## config.mk

```make
export PLATFORM = sky130hd
export DESIGN_NAME = udma_crc_check
export DESIGN_NICKNAME = d
export VERILOG_FILES = /design/src/udma_crc_pkg.sv /design/src/udma_crc_check.sv
export SDC_FILE = /design/constraint.sdc
export NUM_CORES = 1
export LEC_CHECK = 0
export ABC_AREA = 1
export BUFFER_PORTS_ARGS = -buffer_cell sky130_fd_sc_hd__buf_4
export CORE_MARGIN = 2
export CORE_UTILIZATION = 40
export CTS_CLUSTER_DIAMETER = 30
export DETAILED_ROUTE_END_ITERATION = 7
export SETUP_SLACK_MARGIN = 0.4
export SLEW_MARGIN = 20
export SYNTH_ARGS = -nofsm -noshare
export SYNTH_HDL_FRONTEND = slang
export SYNTH_SLANG_ARGS = --single-unit
```

## constraint.sdc

```tcl
create_clock -name SYS_CLK -period 1.8 [get_ports SYS_CLK]
set_input_delay 0.09 -clock SYS_CLK [delete_from_list [all_inputs] [get_ports SYS_CLK]]
set_output_delay 0.09 -clock SYS_CLK [all_outputs]
set_load 0.02 [all_outputs]
```

## src/udma_crc_pkg.sv

```systemverilog
// package for the ultra dma crc checker: register map, fields, codes, carriers
// assumes a single 250 MHz clock domain and 32-bit apb
`default_nettype none
package udma_crc_pkg;
  // ----------------------------------------
  // register offsets
  // ----------------------------------------
  localparam logic [11:0] CTRL_OFS    = 12'h000;
  localparam logic [11:0] STATUS_OFS  = 12'h004;
  localparam logic [11:0] ERROR_OFS   = 12'h008;
  localparam logic [11:0] SENSE_OFS   = 12'h00C;
  localparam logic [11:0] CRC_OFS     = 12'h010;
  localparam logic [11:0] HOSTCRC_OFS = 12'h014;
  localparam logic [11:0] COUNT_OFS   = 12'h018;
  // ----------------------------------------
  // control fields
  // ----------------------------------------
  localparam int CTRL_ULTRA_BIT   = 0;
  localparam int CTRL_CMDCLS_LSB  = 1;
  localparam int CTRL_NEWCMD_BIT  = 3;
  localparam int CTRL_WORDS_LSB   = 16;
  localparam logic [31:0] CTRL_RESET = 32'h0000_0000;
  // ----------------------------------------
  // error and sense fields
  // ----------------------------------------
  localparam int ERR_INTERFACE_CRC_ERROR_FLAG_BIT  = 7;
  localparam int ERR_ABORTED_COMMAND_FLAG_BIT  = 2;
  localparam int ERR_CHK_BIT   = 0;
  localparam logic [15:0] CRC_SEED        = 16'h4ABA;
  localparam logic [3:0]  SENSE_KEY_ABORT = 4'hB;
  localparam logic [3:0]  SENSE_KEY_HW    = 4'h4;
  localparam logic [7:0]  ASC_CRC         = 8'h08;
  localparam logic [7:0]  ASCQ_CRC        = 8'h03;
  // ----------------------------------------
  // command classes
  // ----------------------------------------
  typedef enum logic [1:0] {
    CMD_DMA      = 2'h0,
    CMD_SENSE    = 2'h1,
    CMD_PACKET   = 2'h2,
    CMD_OTHER    = 2'h3
  } cmd_class_t;
  // ----------------------------------------
  // link carrier
  // ----------------------------------------
  typedef struct packed {
    logic        burst_start;
    logic        word_strobe;
    logic        term_acked;
    logic        dmack_neg;
    logic [15:0] data;
  } link_in_t;
  typedef struct packed {
    logic        paddr_ok;
    logic [31:0] rdata;
  } rd_t;
endpackage
`default_nettype wire

```

## src/udma_crc_check.sv

```systemverilog
// ultra dma crc engine and checker with apb registers
// assumes link events are already synchronous on SYS_CLK, one-cycle pulses except the TERM_ACKED level
`default_nettype none
// Notes on behaviour
// RULE1: own sixteen-bit crc engine and register
// RULE2: fresh crc for each burst
// RULE3: seed 4ABA at burst start
// RULE4: update crc on each data strobe
// RULE5: ignore strobe after termination acknowledge
// RULE6: host drives crc with dmack negation
// RULE7: compare host crc, record mismatch
// RULE8: matching later burst keeps error
// RULE9: only first error reported
// RULE10: dma commands set interface_crc_error_flag and abort
// RULE11: host reissues command after crc error
// RULE12: request sense error: check, key 0B
// RULE13: request sense keeps original sense data
// RULE14: packet error: key 04, asc 08/03
// RULE15: checking only in ultra dma mode
// RULE16: host slows ultra mode on errors
// RULE17: device ends data-out burst when done
// RULE18: surplus words enter crc, are discarded
// RULE19: polynomial x16 + x12 + x5 + 1
// RULE20: equals serial shift, d0 first
// RULE21: sixteen xor terms, edge-triggered register
// RULE22: crc bit n on data line n
// RULE23: capture host crc at dmack negation
// RULE24: new command clears recorded error
module udma_crc_check
  import udma_crc_pkg::*;
(
  input  wire logic        SYS_CLK,      // 250 MHz clock
  input  wire logic        RESET_N,      // sync reset, active low
  input  wire logic        PSEL,         // apb select
  input  wire logic        PENABLE,      // apb access phase
  input  wire logic        PWRITE,       // apb direction
  input  wire logic [11:0] PADDR,        // apb byte address
  input  wire logic [31:0] PWDATA,       // apb write data
  output logic      [31:0] PRDATA,       // apb read data
  output logic             PREADY,       // apb ready
  output logic             PSLVERR,      // apb error
  input  wire logic        BURST_START,  // burst begins, pulse
  input  wire logic        WORD_STROBE,  // strobe edge carrying data, pulse
  input  wire logic        TERM_ACKED,   // termination acknowledged, level
  input  wire logic        DMACK_NEG,    // dmack negating edge, pulse
  input  wire logic [15:0] DATA_IN,      // bus data lines
  output logic             STORE_WORD,   // word to be stored, pulse
  output logic      [15:0] STORE_DATA,   // data for storage
  output logic             BURST_STOP,   // request termination, level
  output logic             CHECK_DONE    // compare finished, pulse
);

  // ----------------------------------------
  // parallel crc
  // ----------------------------------------
  function automatic logic [15:0] crc_step(input logic [15:0] cur, input logic [15:0] d);
    logic [16:1] f;
    logic [15:0] n;
    f     = '0;
    n     = '0;
    f[1]  = d[0] ^ cur[15];
    f[2]  = d[1] ^ cur[14];
    f[3]  = d[2] ^ cur[13];
    f[4]  = d[3] ^ cur[12];
    f[5]  = d[4] ^ cur[11] ^ f[1];
    f[6]  = d[5] ^ cur[10] ^ f[2];
    f[7]  = d[6] ^ cur[9] ^ f[3];
    f[8]  = d[7] ^ cur[8] ^ f[4];
    f[9]  = d[8] ^ cur[7] ^ f[5];
    f[10] = d[9] ^ cur[6] ^ f[6];
    f[11] = d[10] ^ cur[5] ^ f[7];
    f[12] = d[11] ^ cur[4] ^ f[1] ^ f[8];
    f[13] = d[12] ^ cur[3] ^ f[2] ^ f[9];
    f[14] = d[13] ^ cur[2] ^ f[3] ^ f[10];
    f[15] = d[14] ^ cur[1] ^ f[4] ^ f[11];
    f[16] = d[15] ^ cur[0] ^ f[5] ^ f[12];
    n[0]  = f[16];
    n[1]  = f[15];
    n[2]  = f[14];
    n[3]  = f[13];
    n[4]  = f[12];
    n[5]  = f[11] ^ f[16];
    n[6]  = f[10] ^ f[15];
    n[7]  = f[9] ^ f[14];
    n[8]  = f[8] ^ f[13];
    n[9]  = f[7] ^ f[12];
    n[10] = f[6] ^ f[11];
    n[11] = f[5] ^ f[10];
    n[12] = f[4] ^ f[9] ^ f[16];
    n[13] = f[3] ^ f[8] ^ f[15];
    n[14] = f[2] ^ f[7] ^ f[14];
    n[15] = f[1] ^ f[6] ^ f[13];
    return n;
  endfunction

  // command class field of a control word
  function automatic cmd_class_t class_of(input logic [31:0] w);
    return cmd_class_t'(w[CTRL_CMDCLS_LSB +: 2]);
  endfunction

  // true while the command still wants words stored
  function automatic logic more_wanted(input logic [15:0] cnt, input logic [31:0] ctrl);
    return cnt != ctrl[CTRL_WORDS_LSB +: 16];
  endfunction

  link_in_t    lk;
  logic [31:0] ctrl_q;
  logic [15:0] crc_current_value;
  logic [15:0] crc_next_value;
  logic [15:0] host_crc_q;
  logic        in_burst_q;
  logic        err_held_q;
  logic [7:0]  err_reg_q;
  logic        check_condition_flag;
  logic [3:0]  sense_key_q;
  logic [7:0]  asc_q;
  logic [7:0]  ascq_q;
  logic [15:0] words_q;
  logic        ultra;
  cmd_class_t  cmd_class;
  logic        new_cmd;
  logic        data_word;
  logic        mismatch;
  logic        wr_en;
  logic        rd_en;
  rd_t         rd;

  assign lk             = '{BURST_START, WORD_STROBE, TERM_ACKED, DMACK_NEG, DATA_IN};
  assign ultra          = ctrl_q[CTRL_ULTRA_BIT];
  assign cmd_class      = class_of(ctrl_q);
  assign wr_en          = PSEL && PENABLE && PWRITE;
  assign rd_en          = PSEL && PENABLE && !PWRITE;
  assign new_cmd        = wr_en && PADDR == CTRL_OFS && PWDATA[CTRL_NEWCMD_BIT];
  assign data_word      = lk.word_strobe && !lk.term_acked && in_burst_q;    // RULE5
  assign crc_next_value = crc_step(crc_current_value, lk.data);             // RULE19 RULE20 RULE21
  assign mismatch       = host_crc_q != crc_current_value;

  // ----------------------------------------
  // control register
  // ----------------------------------------
  always_ff @(posedge SYS_CLK)
  begin
    if (!RESET_N)
      ctrl_q <= CTRL_RESET;
    else if (wr_en && PADDR == CTRL_OFS)
      ctrl_q <= PWDATA & ~(32'h1 << CTRL_NEWCMD_BIT);
  end

  // ----------------------------------------
  // burst tracking and crc register
  // ----------------------------------------
  always_ff @(posedge SYS_CLK)
  begin
    if (!RESET_N)
      in_burst_q <= 1'b0;
    else if (lk.burst_start && ultra)                                       // RULE15
      in_burst_q <= 1'b1;
    else if (lk.dmack_neg)
      in_burst_q <= 1'b0;
  end

  always_ff @(posedge SYS_CLK)
  begin
    if (!RESET_N)
      crc_current_value <= CRC_SEED;
    else if (lk.burst_start)
      crc_current_value <= CRC_SEED;                                        // RULE1 RULE2 RULE3
    else if (data_word)
      crc_current_value <= crc_next_value;                                  // RULE4 RULE18
  end

  always_ff @(posedge SYS_CLK)
  begin
    if (!RESET_N)
      host_crc_q <= 16'h0000;
    else if (lk.dmack_neg && in_burst_q)
      host_crc_q <= lk.data;                                                // RULE6 RULE22 RULE23
  end

  // ----------------------------------------
  // word count, storage and stop request
  // ----------------------------------------
  logic more_words;

  // surplus words past the expected count still feed the crc
  assign more_words = more_wanted(words_q, ctrl_q);

  // count stops at the expected number
  always_ff @(posedge SYS_CLK)
  begin
    if (!RESET_N)
      words_q <= 16'h0000;
    else if (new_cmd)
      words_q <= 16'h0000;
    else if (data_word && more_words)
      words_q <= words_q + 16'h0001;
  end

  always_ff @(posedge SYS_CLK)
  begin
    if (!RESET_N)
      STORE_WORD <= 1'b0;
    else
      STORE_WORD <= data_word && more_words;                                // RULE18
  end

  always_ff @(posedge SYS_CLK)
  begin
    if (!RESET_N)
      STORE_DATA <= 16'h0000;
    else
      STORE_DATA <= lk.data;
  end

  always_ff @(posedge SYS_CLK)
  begin
    if (!RESET_N)
      BURST_STOP <= 1'b0;
    else
      BURST_STOP <= in_burst_q && !more_words;                              // RULE17
  end

  // ----------------------------------------
  // compare
  // ----------------------------------------
  logic cmp_q;
  logic capture;
  logic keep_sense;

  // a capture in the same cycle as a new command wins over the clear
  assign capture    = cmp_q && mismatch && !err_held_q && ultra;            // RULE7 RULE8 RULE9 RULE15
  // sense key and asc survive a new request sense command
  assign keep_sense = class_of(PWDATA) == CMD_SENSE;

  always_ff @(posedge SYS_CLK)
  begin
    if (!RESET_N)
      cmp_q <= 1'b0;
    else
      cmp_q <= lk.dmack_neg && in_burst_q;
  end

  always_ff @(posedge SYS_CLK)
  begin
    if (!RESET_N)
      CHECK_DONE <= 1'b0;
    else
      CHECK_DONE <= cmp_q;
  end

  // ----------------------------------------
  // error record
  // ----------------------------------------
  always_ff @(posedge SYS_CLK)
  begin
    if (!RESET_N)
      err_held_q <= 1'b0;
    else if (capture)
      err_held_q <= 1'b1;                                                   // RULE9
    else if (new_cmd)
      err_held_q <= 1'b0;                                                   // RULE24
  end

  // class 3 reports only the interface crc bit
  always_ff @(posedge SYS_CLK)
  begin
    if (!RESET_N)
      err_reg_q <= 8'h00;
    else if (capture)
    begin
      if (cmd_class == CMD_DMA || cmd_class == CMD_OTHER)
        err_reg_q[ERR_INTERFACE_CRC_ERROR_FLAG_BIT] <= 1'b1;                                    // RULE10
      if (cmd_class == CMD_DMA)
        err_reg_q[ERR_ABORTED_COMMAND_FLAG_BIT] <= 1'b1;                                    // RULE10
    end
    else if (new_cmd)
      err_reg_q <= 8'h00;                                                   // RULE24
  end

  always_ff @(posedge SYS_CLK)
  begin
    if (!RESET_N)
      check_condition_flag <= 1'b0;
    else if (capture && (cmd_class == CMD_SENSE || cmd_class == CMD_PACKET))
      check_condition_flag <= 1'b1;                                         // RULE12 RULE14
    else if (new_cmd && !capture)
      check_condition_flag <= 1'b0;                                         // RULE24
  end

  always_ff @(posedge SYS_CLK)
  begin
    if (!RESET_N)
      sense_key_q <= 4'h0;
    else if (capture && cmd_class == CMD_SENSE)
      sense_key_q <= SENSE_KEY_ABORT;                                       // RULE12
    else if (capture && cmd_class == CMD_PACKET)
      sense_key_q <= SENSE_KEY_HW;                                          // RULE14
    else if (new_cmd && !keep_sense && !capture)
      sense_key_q <= 4'h0;                                                  // RULE24
  end

  always_ff @(posedge SYS_CLK)
  begin
    if (!RESET_N)
    begin
      asc_q  <= 8'h00;
      ascq_q <= 8'h00;
    end
    else if (capture && cmd_class == CMD_PACKET)
    begin
      asc_q  <= ASC_CRC;                                                    // RULE14
      ascq_q <= ASCQ_CRC;
    end
    else if (new_cmd && !keep_sense && !capture)
    begin
      asc_q  <= 8'h00;                                                      // RULE13 RULE24
      ascq_q <= 8'h00;
    end
  end

  // ----------------------------------------
  // apb read decode
  // ----------------------------------------
  always_comb
  begin
    rd = '{1'b1, 32'h0000_0000};
    unique case (PADDR)
      CTRL_OFS:    rd.rdata = ctrl_q;
      STATUS_OFS:  rd.rdata = {29'h0, BURST_STOP, err_held_q, in_burst_q};
      ERROR_OFS:   rd.rdata = {23'h0, check_condition_flag, err_reg_q};
      SENSE_OFS:   rd.rdata = {12'h0, sense_key_q, asc_q, ascq_q};
      CRC_OFS:     rd.rdata = {16'h0, crc_current_value};
      HOSTCRC_OFS: rd.rdata = {16'h0, host_crc_q};
      COUNT_OFS:   rd.rdata = {16'h0, words_q};
      default:     rd.paddr_ok = 1'b0;
    endcase
  end

  // ----------------------------------------
  // apb response
  // ----------------------------------------
  logic setup;

  assign setup = PSEL && !PENABLE;

  // ready one cycle after setup, so the access cycle never waits
  always_ff @(posedge SYS_CLK)
  begin
    if (!RESET_N)
      PREADY <= 1'b0;
    else
      PREADY <= setup;
  end

  always_ff @(posedge SYS_CLK)
  begin
    if (!RESET_N)
      PSLVERR <= 1'b0;
    else
      PSLVERR <= setup && !rd.paddr_ok;
  end

  always_ff @(posedge SYS_CLK)
  begin
    if (!RESET_N)
      PRDATA <= 32'h0000_0000;
    else if (setup && !PWRITE)
      PRDATA <= rd.rdata;
    else
      PRDATA <= 32'h0000_0000;
  end

endmodule
`default_nettype wire

```

Yosys cells after proc, flatten, opt, wreduce, memory -nomap -nowiden

Cells that the tools add are included.
W data, S select, Z words.

Input port bits: 69
Flip-flop bits (word level): 145

Eq/ne operators: 14
$add $sub $neg: 1
Mux-type cells: 20
Bitwise operators: 49
Reductions and logical operators: 46

Operators by type and width:

| cell                    | count |
|---|---|
| $pmux W32 S7            | 1 |
| $xor A1 B1 Y1           | 48 |
| $eq A12 B5 Y1 const B   | 3 |
| $ne A16 B16 Y1          | 2 |
| $eq A12 B4 Y1 const B   | 2 |
| $logic_and A1 B1 Y1     | 22 |
| $mux W4                 | 5 |
| $add A16 B1 Y16 const B | 1 |
| $eq A12 B3 Y1 const B   | 1 |
| $logic_not A12 Y1       | 1 |
| $mux W1                 | 11 |
| $logic_not A1 Y1        | 8 |
| $mux W8                 | 1 |
| $reduce_bool A2 Y1      | 4 |
| $reduce_or A7 Y1        | 1 |
| $reduce_and A2 Y1       | 3 |
| $reduce_or A2 Y1        | 3 |
| $eq A2 B1 Y1 const B    | 2 |
| $eq A2 B2 Y1 const B    | 2 |
| $mux W2                 | 2 |
| $ne A2 B1 Y1 const B    | 2 |
| $reduce_bool A3 Y1      | 1 |
| $logic_not A2 Y1        | 1 |
| $logic_or A1 B1 Y1      | 2 |
| $not A1 Y1              | 1 |

Depth between registers and ports, before layout

Gate-level depths: netlist of run 1.

Word-level depth: 9
Gate-level depth with buffers: 13
Mapped depth without buffers: 13

Worst setup path before layout of run 1

OpenSTA, ideal clock, no wires.

Kind: flip-flop to flip-flop
Start point: register crc_current_value[14]
End point: register crc_current_value[14]
Data arrival time: 1.323 ns
Required time: 1.685 ns
Setup slack: 0.362 ns
Setup time: 0.115 ns
Buffers on the path: 0
Cell stages (with the launch flop): 11
Cells stage by stage: dfxtp_1 -> xnor2_1 -> nand2_1 -> nand2_1 -> nand2_1 -> nand2_1 -> nand2_1 -> nand2_1 -> nand2_1 -> nand3_1 -> nand2_1

Word-level cells in the longest chain between the ends: 5
Elaborated cells on any way between the ends: 6
Classes of those cells: bitwise (6)

Ends and longest elaborated chain:

| element                  | line                  | text |
|---|---|---|
| start: declaration       | udma_crc_check.sv:108 | `logic [15:0] crc_current_value;` |
| start signal: assignment | udma_crc_check.sv:169 | `crc_current_value <= crc_next_value;` |
| $xor A1 B1 Y1 (*)        | udma_crc_check.sv:62  | `f[2] = d[1] ^ cur[14];` |
| $xor A1 B1 Y1            | udma_crc_check.sv:66  | `f[6] = d[5] ^ cur[10] ^ f[2];` |
| $xor A1 B1 Y1            | udma_crc_check.sv:70  | `f[10] = d[9] ^ cur[6] ^ f[6];` |
| $xor A1 B1 Y1            | udma_crc_check.sv:74  | `f[14] = d[13] ^ cur[2] ^ f[3] ^ f[10];` |
| $xor A1 B1 Y1 (*)        | udma_crc_check.sv:91  | `n[14] = f[2] ^ f[7] ^ f[14];` |

Mark *: on every way between the ends. The rest lies on a longest branch, timed or not.
A chain may end at the register's enable or synchronous reset.

Worst setup path in the final report of run 1

Start point: register crc_current_value[13]
End point: register crc_current_value[6]

Word-level cells in the longest chain between the ends: 5

Ends and longest elaborated chain:

| element       | line                 | text |
|---|---|---|
| $xor A1 B1 Y1 | udma_crc_check.sv:63 | `f[3] = d[2] ^ cur[13];` |
| $xor A1 B1 Y1 | udma_crc_check.sv:67 | `f[7] = d[6] ^ cur[9] ^ f[3];` |
| $xor A1 B1 Y1 | udma_crc_check.sv:71 | `f[11] = d[10] ^ cur[5] ^ f[7];` |
| $xor A1 B1 Y1 | udma_crc_check.sv:75 | `f[15] = d[14] ^ cur[1] ^ f[4] ^ f[11];` |
| $xor A1 B1 Y1 | udma_crc_check.sv:83 | `n[6] = f[10] ^ f[15];` |

No other way between the ends.

==> results.cfg, run 1 <==
[synth]
synthCells = 959
synth.ff_latch_count = 141
yosysMostFrequentCell = nand2_1
ys.flop_type = dfxtp_1
syn_area_mm2 = 0.00672
synth_nets = 1032
yosys_warnings = 0
avgSynthCellArea_um2 = 7.00
synth_top_cell_area_share_pct = 42.0
synth-async-reset-ratio_pct = 0
ys_top_cells_by_count = 223 x nand2_1, 141 x dfxtp_1, 135 x inv_1
yosys.cell_types.count = 39
synth_area_leaders = dfxtp_1 42%, nand2_1 12%, inv_1 7.5%, a21oi_1 6.4%, nand3_1 4.8%
yosysSeqAreaShare_pct = 42.0
synth_area_leader_cell = dfxtp_1
synth_edf_count = 0

[sta]
slew_viol_final = 0
worst_pin_slew_ns = 0.698
setup_viol = 0
timing.fmax_mhz = 660
tns_ns = 0
hold_viol_final = 1
fin_crit_ns = 1.52
fin_crit_sh_pct = 84.2
hold-worst-slack_ns = -0.00499
maxSlewHeadroom_pct = 53.5
rsz0062_at_grt = yes
finClkSkew_ns = 0.00654

[power_and_ir_drop]
max-vdd-ir-drop_mv = 0.770
p_leak_nw = 4.46
power_density_mw_per_mm2 = 741

[drt]
wire_per_inst_um = 15.9
avgViaCountPerCell = 5.06
vias = 7168
ant_nets = 0
firstDrtPassIters = 7
wl_mm = 22.5
drt_iter0_markers = 441
drc = 0

[global_routing]
grt_pass1_wl_mm = 33.7
grt_start_max_net_pins = 70
overflow = 0
antenna_found_initial = 0
grt_pass1_vias = 6491
grt_usage_pct = 24.0

[cts]
numCtsBuffers = 17
cts_tree = done
ctsHtreeMaxLevel = 4
insertion_delay_ns = 0.43
numClockSinks = 141
clock_path_buffers = 2
clockRootBuffer = clkbuf_16
path_clk_slew_ns = 0.06

[floorplan]
initial_utilization_pct = 40.6
die_h_um = 134
die_area_mm2 = 0.0178
die_x_um = 134
ios = 122
num_rows = 47
core_area_mm2 = 0.0165

[job]
max_cap_violations = 0

[place]
gp_congestion = 0.922
io_buffer_count = 121
hpwl_mm = 14.6

[layout]
fill_cells = 1447
drive_gt1_share_pct = 36.6
multi_input_area_mm2 = 0.00407
seqCellArea_mm2 = 0.00292
nNetsFinal = 1257
area_growth_pct = 56.0
num_antenna_cells = 0

[hold_path]
hold_path.class = primary input to flop

[critical_path]
criticalPathCategory = flop to flop
critPathRequiredTime_ns = 2.16
worstPathArrival_ns = 1.88
path_max_fanout = 4
worst_setup_path_start_kind = flop
end_kind = flop

[outcome]
status = finished, violations left
violations = hold timing
==> metal layers <==
metal	vias up	share of wire (%)	track usage [%]
met5	-	0	0
met4	0	2.1	7.80
met3	33	5.0	3.96
met2	236	48	39.3
met1	3367	45	32.3
li1	3532	-	-
==> stage by stage <==
stage / util [%] / instances / power (mW) / worst slack, ns / cell area (um^2)
after floorplan: - / 959 / 3.49 / 0.402 / 6750
after global placement: 48.1 / 1285 / 3.74 / 0.0407 / 7950
after detailed placement: 48.1 / 1285 / 3.74 / 0.0696 / 7950
after CTS: 58.1 / 1395 / 7.65 / 0.295 / 9600
after global routing: 63.4 / 1417 / 8.02 / 0.156 / 10500
final: 63.4 / 1417 / 7.76 / 0.285 / 10500
==> cells by family after synthesis <==
kind of cell | Yosys count | synth area share [%]
xor+xnor | 47 | 6.24
simple gates | 408 | 26.2
flops | 141 | 42.0
compound gates | 183 | 14.5
fa+ha+maj | 4 | 0.745
buf+inv | 176 | 10.2
==> cell type report <==
cell class | instances | share of cell area [%]
multi-input combinational | 643 | 38.8
sequential | 141 | 27.8
tap | 220 | 2.63
clock buffer | 22 | 4.53
clock inverter | 10 | 1.53
timing repair buffer | 242 | 19.4
inverter | 139 | 5.28
==> layout by cell type (no fill, tap or decap), types with 7 or more instances in the layout <==
master | netlist | layout
buf_4 | 0 | 171
nand2_1 | 223 | 145
inv_1 | 135 | 114
dfxtp_1 | 141 | 105
a21oi_1 | 86 | 78
nor2_1 | 66 | 58
dlygate4sd3_1 | 0 | 55
nand2_2 | 7 | 53
o21ai_0 | 55 | 52
nand3_1 | 65 | 50
nand2_4 | 1 | 31
o22ai_1 | 30 | 29
xor2_1 | 28 | 20
nor3_1 | 24 | 20
dfxtp_4 | 0 | 19
clkbuf_16 | 0 | 17
dfxtp_2 | 0 | 17
nand3_2 | 3 | 14
inv_2 | 3 | 14
buf_6 | 1 | 14
xnor2_1 | 18 | 9
inv_4 | 0 | 8
nor2_2 | 1 | 8
a21oi_2 | 0 | 8
xor2_2 | 0 | 7
nand4_1 | 7 | 7
==> flip-flops by register name (all words and copies together), names as in the netlist, 2 cells and up <==
register           cells
PRDATA                32
host_crc_q            16
words_q               16
crc_current_value     16
STORE_DATA            16
sense_key_q            2
ctrl_q                31
err_reg_q              2
==> path summary, 6_finish.rpt <==
kind                         startpoint              endpoint  slack (ns)  cells after the start
hold reg to reg                   cmp_q            CHECK_DONE        0.43                      2
setup / recovery  crc_current_value[13]  crc_current_value[6]        0.28                     11
hold / removal                 PADDR[2]            PRDATA[18]      -0.005                      4
setup reg to reg  crc_current_value[13]  crc_current_value[6]        0.28                     11
==> report_power, final <==
| part | switching, mW | total, mW | internal [mW] |
|---|---|---|---|
| logic | 0.456 | 0.862 | 0.406 |
| registers | 0.00510 | 3.12 | 3.11 |
| clock network | 1.36 | 3.78 | 2.43 |
==> worst max-delay path: stages (launching register included) <==
cell,delay [ns]
dfxtp_4,0.38
xnor2_4,0.21
nand2_1,0.09
nand2_2,0.11
nand2_2,0.09
nand2_4,0.09
nand2_2,0.07
nand2_4,0.08
nand2_2,0.08
nand2_1,0.10
nand2_1,0.06
nor2_1,0.07
==> timing repair <==
item	in CTS	in global routing
pin swaps	19	64
gates resized for setup	109	183
setup endpoints to repair	41	61
setup buffers	23	21
hold buffers	55	0
gates cloned	0	1
endpoints found under the hold margin	58	0
Note: power is estimated with default switching activity, not from simulation.
==> inputs of run 2 (changes only) <==
- ABC_AREA: 1 -> 0
- clock period: 1.8 -> 1.27 ns (I/O delays scaled with it)
==> run 2 against run 1 <==
Against the previous run: fmax is 25% lower; clock-buffer cell count down 4; final area up 13%; hold slack improved by 0.018 ns; the run ends with setup timing left; highest routed layer unchanged; combinational power increased by 77%; sequential power increased by 42%; critical path type unchanged; register-to-register slack got worse by 1.0 ns; area after synthesis fell by 7.6%; worst setup slack got worse by 1.0 ns.
==> results.cfg, run 2 <==
[synth]
synthCells = 687
synth.ff_latch_count = 141
ys.flop_type = dfxtp_1
synth-async-reset-ratio_pct = 0
ys_top_cells_by_count = 141 x dfxtp_1, 115 x nand2_1, 69 x a21oi_1
yosys_warnings = 0
yosysSeqAreaShare_pct = 45.5
syn_area_mm2 = 0.00620
avgSynthCellArea_um2 = 9.03
yosysMostFrequentCell = dfxtp_1
synth_top_cell_area_share_pct = 45.5
yosys.cell_types.count = 50
synth_edf_count = 0
synth_area_leaders = dfxtp_1 45%, nand2_1 7.0%, xnor2_1 6.8%, a21oi_1 5.6%, xor2_1 4.9%
synth_nets = 760
synth_area_leader_cell = dfxtp_1

[cts]
clockRootBuffer = clkbuf_16
ctsHtreeMaxLevel = 4
cts_tree = done
numClockSinks = 141
numCtsBuffers = 17
clock_path_buffers = 2
path_clk_slew_ns = 0.06
insertion_delay_ns = 0.44

[critical_path]
r2r_cells = 9
path_max_fanout = 6
crit_cells = 9
slowest_stage = nor4_4
cp.buffers_inverters = 3
crit_family = simple AND/OR/NAND/NOR gates
r2r-end = err_reg_q[2]
critPathRequiredTime_ns = 1.58
rrSetupSlack_ns = -0.76
cpPeakStageDelay_ns = 0.44
cpMostUsedCell = buf_4
worstPathCellList = buf_4 -> xnor2_4 -> nand4_1 -> nor4_4 -> buf_4 -> nor2_4 -> buf_6 -> o21ai_2 -> a21oi_2
r2r_start = crc_current_value[0]
end_kind = flop
setup.worst_path.end = err_reg_q[2]
criticalPathCategory = flop to flop
worstPathArrival_ns = 2.34
crit_path_start = crc_current_value[0]
worst_setup_path_start_kind = flop

[layout]
regMostFlops = PRDATA
num_antenna_cells = 0
drive_gt1_share_pct = 63.1
reg_top3 = PRDATA x32, ctrl_q x31
final_cell_mix = 206 x buf_4, 95 x buf_6, 73 x dfxtp_2
nNetsFinal = 1106
area_growth_pct = 90.5
largest_reg_flops = 32
final_common_cell = buf_4

[place]
gp_congestion = 0.896
hpwl_mm = 15.7
io_buffer_count = 121
post-place-ws_ns = -0.833

[floorplan]
core_area_mm2 = 0.0152
num_rows = 45
die_area_mm2 = 0.0165
die_h_um = 129
initial_utilization_pct = 40.8
ios = 122
die_x_um = 129

[global_routing]
grt_pass1_wl_mm = 36.3
grt_usage_pct = 29.2
antenna_found_initial = 0
grt_start_max_net_pins = 30
overflow = 0
grt_pass1_vias = 6552

[outcome]
status = finished, violations left
violations = setup timing

[sta]
slew_viol_final = 0
timing.fmax_mhz = 493
finalWorstSetupSlack_ns = -0.760
maxSlewHeadroom_pct = 68.5
fin_crit_ns = 2.03
worst_pin_slew_ns = 0.472
setup_viol = 104
fin_crit_sh_pct = 160
tns_ns = -35.36
rsz0062_at_grt = yes
hold_viol_final = 0
finClkSkew_ns = 0.0109

[job]
max_cap_violations = 0

[drt]
wl_mm = 26.3
drt_iter0_markers = 808
ant_nets = 0
wire_per_inst_um = 21.3
avgViaCountPerCell = 5.53
firstDrtPassIters = 6
vias = 6823
drc = 0

[hold_path]
hold_path.class = primary input to flop

[power_and_ir_drop]
max-vdd-ir-drop_mv = 0.965
p_leak_nw = 4.81
power_density_mw_per_mm2 = 939
run 2: changes by cell type in the layout (fill, tap and decap cells not counted), moves of 35 or more:
cell     previous run  this run
nand2_2            53        18
a21oi_1            78        26
buf_4             171       206
buf_6              14        95
nand3_1            50         5
a21oi_2             8        43
nand2_1           145        65
dfxtp_1           105        53
o21ai_0            52         6
dfxtp_2            17        73
inv_1             114         8
run 2: tightest hold or removal path, stage by stage:
cell and delay (ns):
buf_4 0.12, buf_4 0.12, and2_1 0.11
run 2: cells by family after synthesis:
family / after synthesis / share of synthesized area [%]
mux: 15 / 2.86
fa+ha+maj: 4 / 0.807
compound gates: 117 / 11.5
buf+inv: 48 / 3.09
simple gates: 269 / 21.2
xor+xnor: 93 / 15.1
flops: 141 / 45.5
run 2: per-layer routing:
layer	GRT usage [%]	share of wire [%]	vias up	wire, um
li1	-	-	3049	-
met1	37.3	39	3342	10300
met2	50.3	50	358	13200
met3	5.90	7.0	74	1850
met4	8.63	3.5	0	924
met5	0	0	-	0
run 2: worst min-delay path by stage:
stage                          start       endpoint  slack [ns]  cells after the start
final                     DATA_IN[4]  STORE_DATA[4]        0.01                      3
after floorplan           DATA_IN[0]  STORE_DATA[0]        0.19                      1
after detailed placement  PWDATA[13]     ctrl_q[13]        0.32                      3
after global placement    PWDATA[28]     ctrl_q[28]        0.31                      3
after CTS                     PWRITE      PRDATA[3]      -0.008                      4
after global routing      DATA_IN[4]  STORE_DATA[4]        0.02                      3
run 2: what timing repair did:
item / in CTS / in global routing
endpoints found under the hold margin: 47 / 0
setup endpoints to repair: 175 / 176
hold buffers: 46 / 0
resized for setup: 306 / 155
pin swaps: 134 / 62
buffers inserted: 21 / 8
cloned: 6 / 3
run 2: report_power, final:
part / internal (mW) / leakage, nW / total, mW / switching [mW]
logic: 0.881 / 3.34 / 1.53 / 0.645
clock network: 2.97 / 0.284 / 5.13 / 2.16
registers: 4.42 / 1.18 / 4.44 / 0.0132
total: 8.28 / 4.81 / 11.1 / 2.82
run 2: layout make-up:
class | count | area, um^2
fillers | 910 | 3380
flip-flops and latches | 141 | 2970
multi-input cells | 499 | 4530
well taps | 188 | 235
inverters | 8 | 30.0
repair buffers | 366 | 3460
clock inverters | 14 | 158
clock buffers | 18 | 439
run 2: stage by stage:
stage | util (%) | power (mW) | area [um^2] | hold WS, ns | cells
3_3_place_gp | 56.8 | 5.61 | 8630 | 0.312 | 1118
6_report | 77.7 | 11.1 | 11800 | 0.0134 | 1234
3_5_place_dp | 56.8 | 5.62 | 8630 | 0.322 | 1118
2_1_floorplan | - | 5.09 | 6480 | 0.185 | 687
5_1_grt | 77.7 | 11.4 | 11800 | 0.0198 | 1234
4_1_cts | 72.6 | 10.9 | 11000 | -0.00813 | 1223
==> inputs of run 3 (changes only) <==
- SETUP_SLACK_MARGIN: 0.4 -> 0.15
==> run 3 against run 2 <==
Against the previous run: the flow finishes with violations (hold timing, setup timing); via count fell by 1.7%; wire length shrank 5.5%; power grew 3.1%; combinational power up 3%; sequential power is essentially flat.
==> results.cfg, run 3 (synthesized netlist as in run 2, its figures left out) <==
[critical_path]
cpPeakStageDelay_ns = 0.45
critPathRequiredTime_ns = 1.63
r2r_cells = 6
worstPathArrival_ns = 2.34
end_kind = flop
r2r_start = crc_current_value[15]
crit_path_start = crc_current_value[15]
cpMostUsedCell = xnor3_1
slowest_stage = xnor3_1
criticalPathCategory = flop to flop
r2r-end = crc_current_value[12]
worstPathCellList = xnor2_2 -> xnor3_1 -> xnor3_2 -> xnor3_1 -> or3_1 -> a21oi_1
path_max_fanout = 3
worst_setup_path_start_kind = flop
rrSetupSlack_ns = -0.71
setup.worst_path.end = crc_current_value[12]

[layout]
num_antenna_cells = 0
fill_cells = 927
reg_top3 = PRDATA x32, ctrl_q x31
final_cell_mix = 270 x buf_4, 112 x dfxtp_1, 60 x nand2_1
drive_gt1_share_pct = 57.0
final_common_cell = buf_4
nNetsFinal = 1126
largest_reg_flops = 32
post-route-util_pct = 77.0
regMostFlops = PRDATA
area_growth_pct = 88.6

[cts]
clock_path_buffers = 2
cts_tree = done
path_clk_slew_ns = 0.06
clockRootBuffer = clkbuf_16
ctsHtreeMaxLevel = 4
cts_hold_buffers = 48
numCtsBuffers = 17
insertion_delay_ns = 0.43
numClockSinks = 141

[place]
io_buffer_count = 121
gp_congestion = 0.884
hpwl_mm = 15.1

[sta]
fin_crit_sh_pct = 156
finClkSkew_ns = 0.00935
setup_viol = 104
maxSlewHeadroom_pct = 66.7
fin_crit_ns = 1.98
hold-worst-slack_ns = -0.00159
slew_viol_final = 0
hold_viol_final = 1
rsz0062_at_grt = yes
finalWorstSetupSlack_ns = -0.710
worst_pin_slew_ns = 0.499
timing.fmax_mhz = 505

[drt]
wl_mm = 24.9
wire_per_inst_um = 19.8
avgViaCountPerCell = 5.35
drc = 0
drt_iter0_markers = 513
vias = 6709
firstDrtPassIters = 7
ant_nets = 0

[outcome]
status = finished, violations left
violations = hold timing, setup timing

[global_routing]
antenna_found_initial = 0
overflow = 0
grt_pass1_vias = 6533
grt_start_max_net_pins = 32
grt_pass1_wl_mm = 34.8
grt_usage_pct = 27.6

[floorplan]
die_x_um = 129
die_area_mm2 = 0.0165
die_h_um = 129
initial_utilization_pct = 40.8
ios = 122
core_area_mm2 = 0.0152
num_rows = 45

[power_and_ir_drop]
max-vdd-ir-drop_mv = 1.01
power_density_mw_per_mm2 = 978
p_leak_nw = 4.99

[job]
max_cap_violations = 0

[hold_path]
hold_path.class = primary input to flop
-- run 3: how the worst min path moves through the flow --
| stage | slack (ns) | cells past startpoint | to | startpoint |
|---|---|---|---|---|
| after global routing | -0.008 | 4 | PRDATA[0] | PWRITE |
| after floorplan | 0.19 | 1 | STORE_DATA[0] | DATA_IN[0] |
| final | -0.002 | 4 | PRDATA[0] | PWRITE |
| after CTS | -0.03 | 4 | PRDATA[0] | PWRITE |
| after detailed placement | 0.32 | 3 | ctrl_q[15] | PWDATA[15] |
| after global placement | 0.31 | 3 | ctrl_q[8] | PWDATA[8] |
-- run 3: where the power goes --
part	switching [mW]	internal [mW]	total, mW
combinational	0.672	0.907	1.58
clock	2.03	3.40	5.43
sequential	0.00795	4.42	4.43
-- run 3: what timing repair did --
item                                    CTS  global route
endpoints found under the setup margin   98           110
pin swaps                                83           123
resized for setup                       153           179
gates cloned                              5             6
buffers inserted                         24            15
endpoints found under the hold margin    50             1
-- run 3: worst max-delay path: cells and delay by family (launching register included) --
kind	cells	cell delay, ns
compound gates	1	0.14
simple gates	1	0.31
flops	1	0.36
xor+xnor	4	1.10
-- run 3: routing by layer --
layer	up-vias	global-route usage (%)	part of all wire, %
met5	-	0	0
met4	0	10.7	2.5
met3	45	4.53	6.9
met2	314	45.2	48
met1	3257	36.8	43
li1	3093	-	-
-- run 3: cell type report --
type | instances | area [um^2] | area share, %
clock buffer | 19 | 453 | 3.87
clock inverter | 13 | 186 | 1.59
tap | 188 | 235 | 2.01
multi-input combinational | 498 | 4410 | 37.7
inverter | 8 | 30.0 | 0.257
sequential | 141 | 2900 | 24.8
timing repair buffer | 387 | 3490 | 29.9
-- run 3: per-stage QoR --
step	total power [mW]	area (um^2)	TNS, ns	cells	setup slack [ns]
after floorplan	5.09	6460	-38.56	687	-0.705
after global placement	5.62	8710	-55.92	1124	-0.708
after detailed placement	5.64	8710	-62.02	1124	-0.761
after CTS	11.2	10700	-26.06	1233	-0.718
after global routing	11.7	11700	-39.09	1254	-0.773
final	11.4	11700	-33.51	1254	-0.710
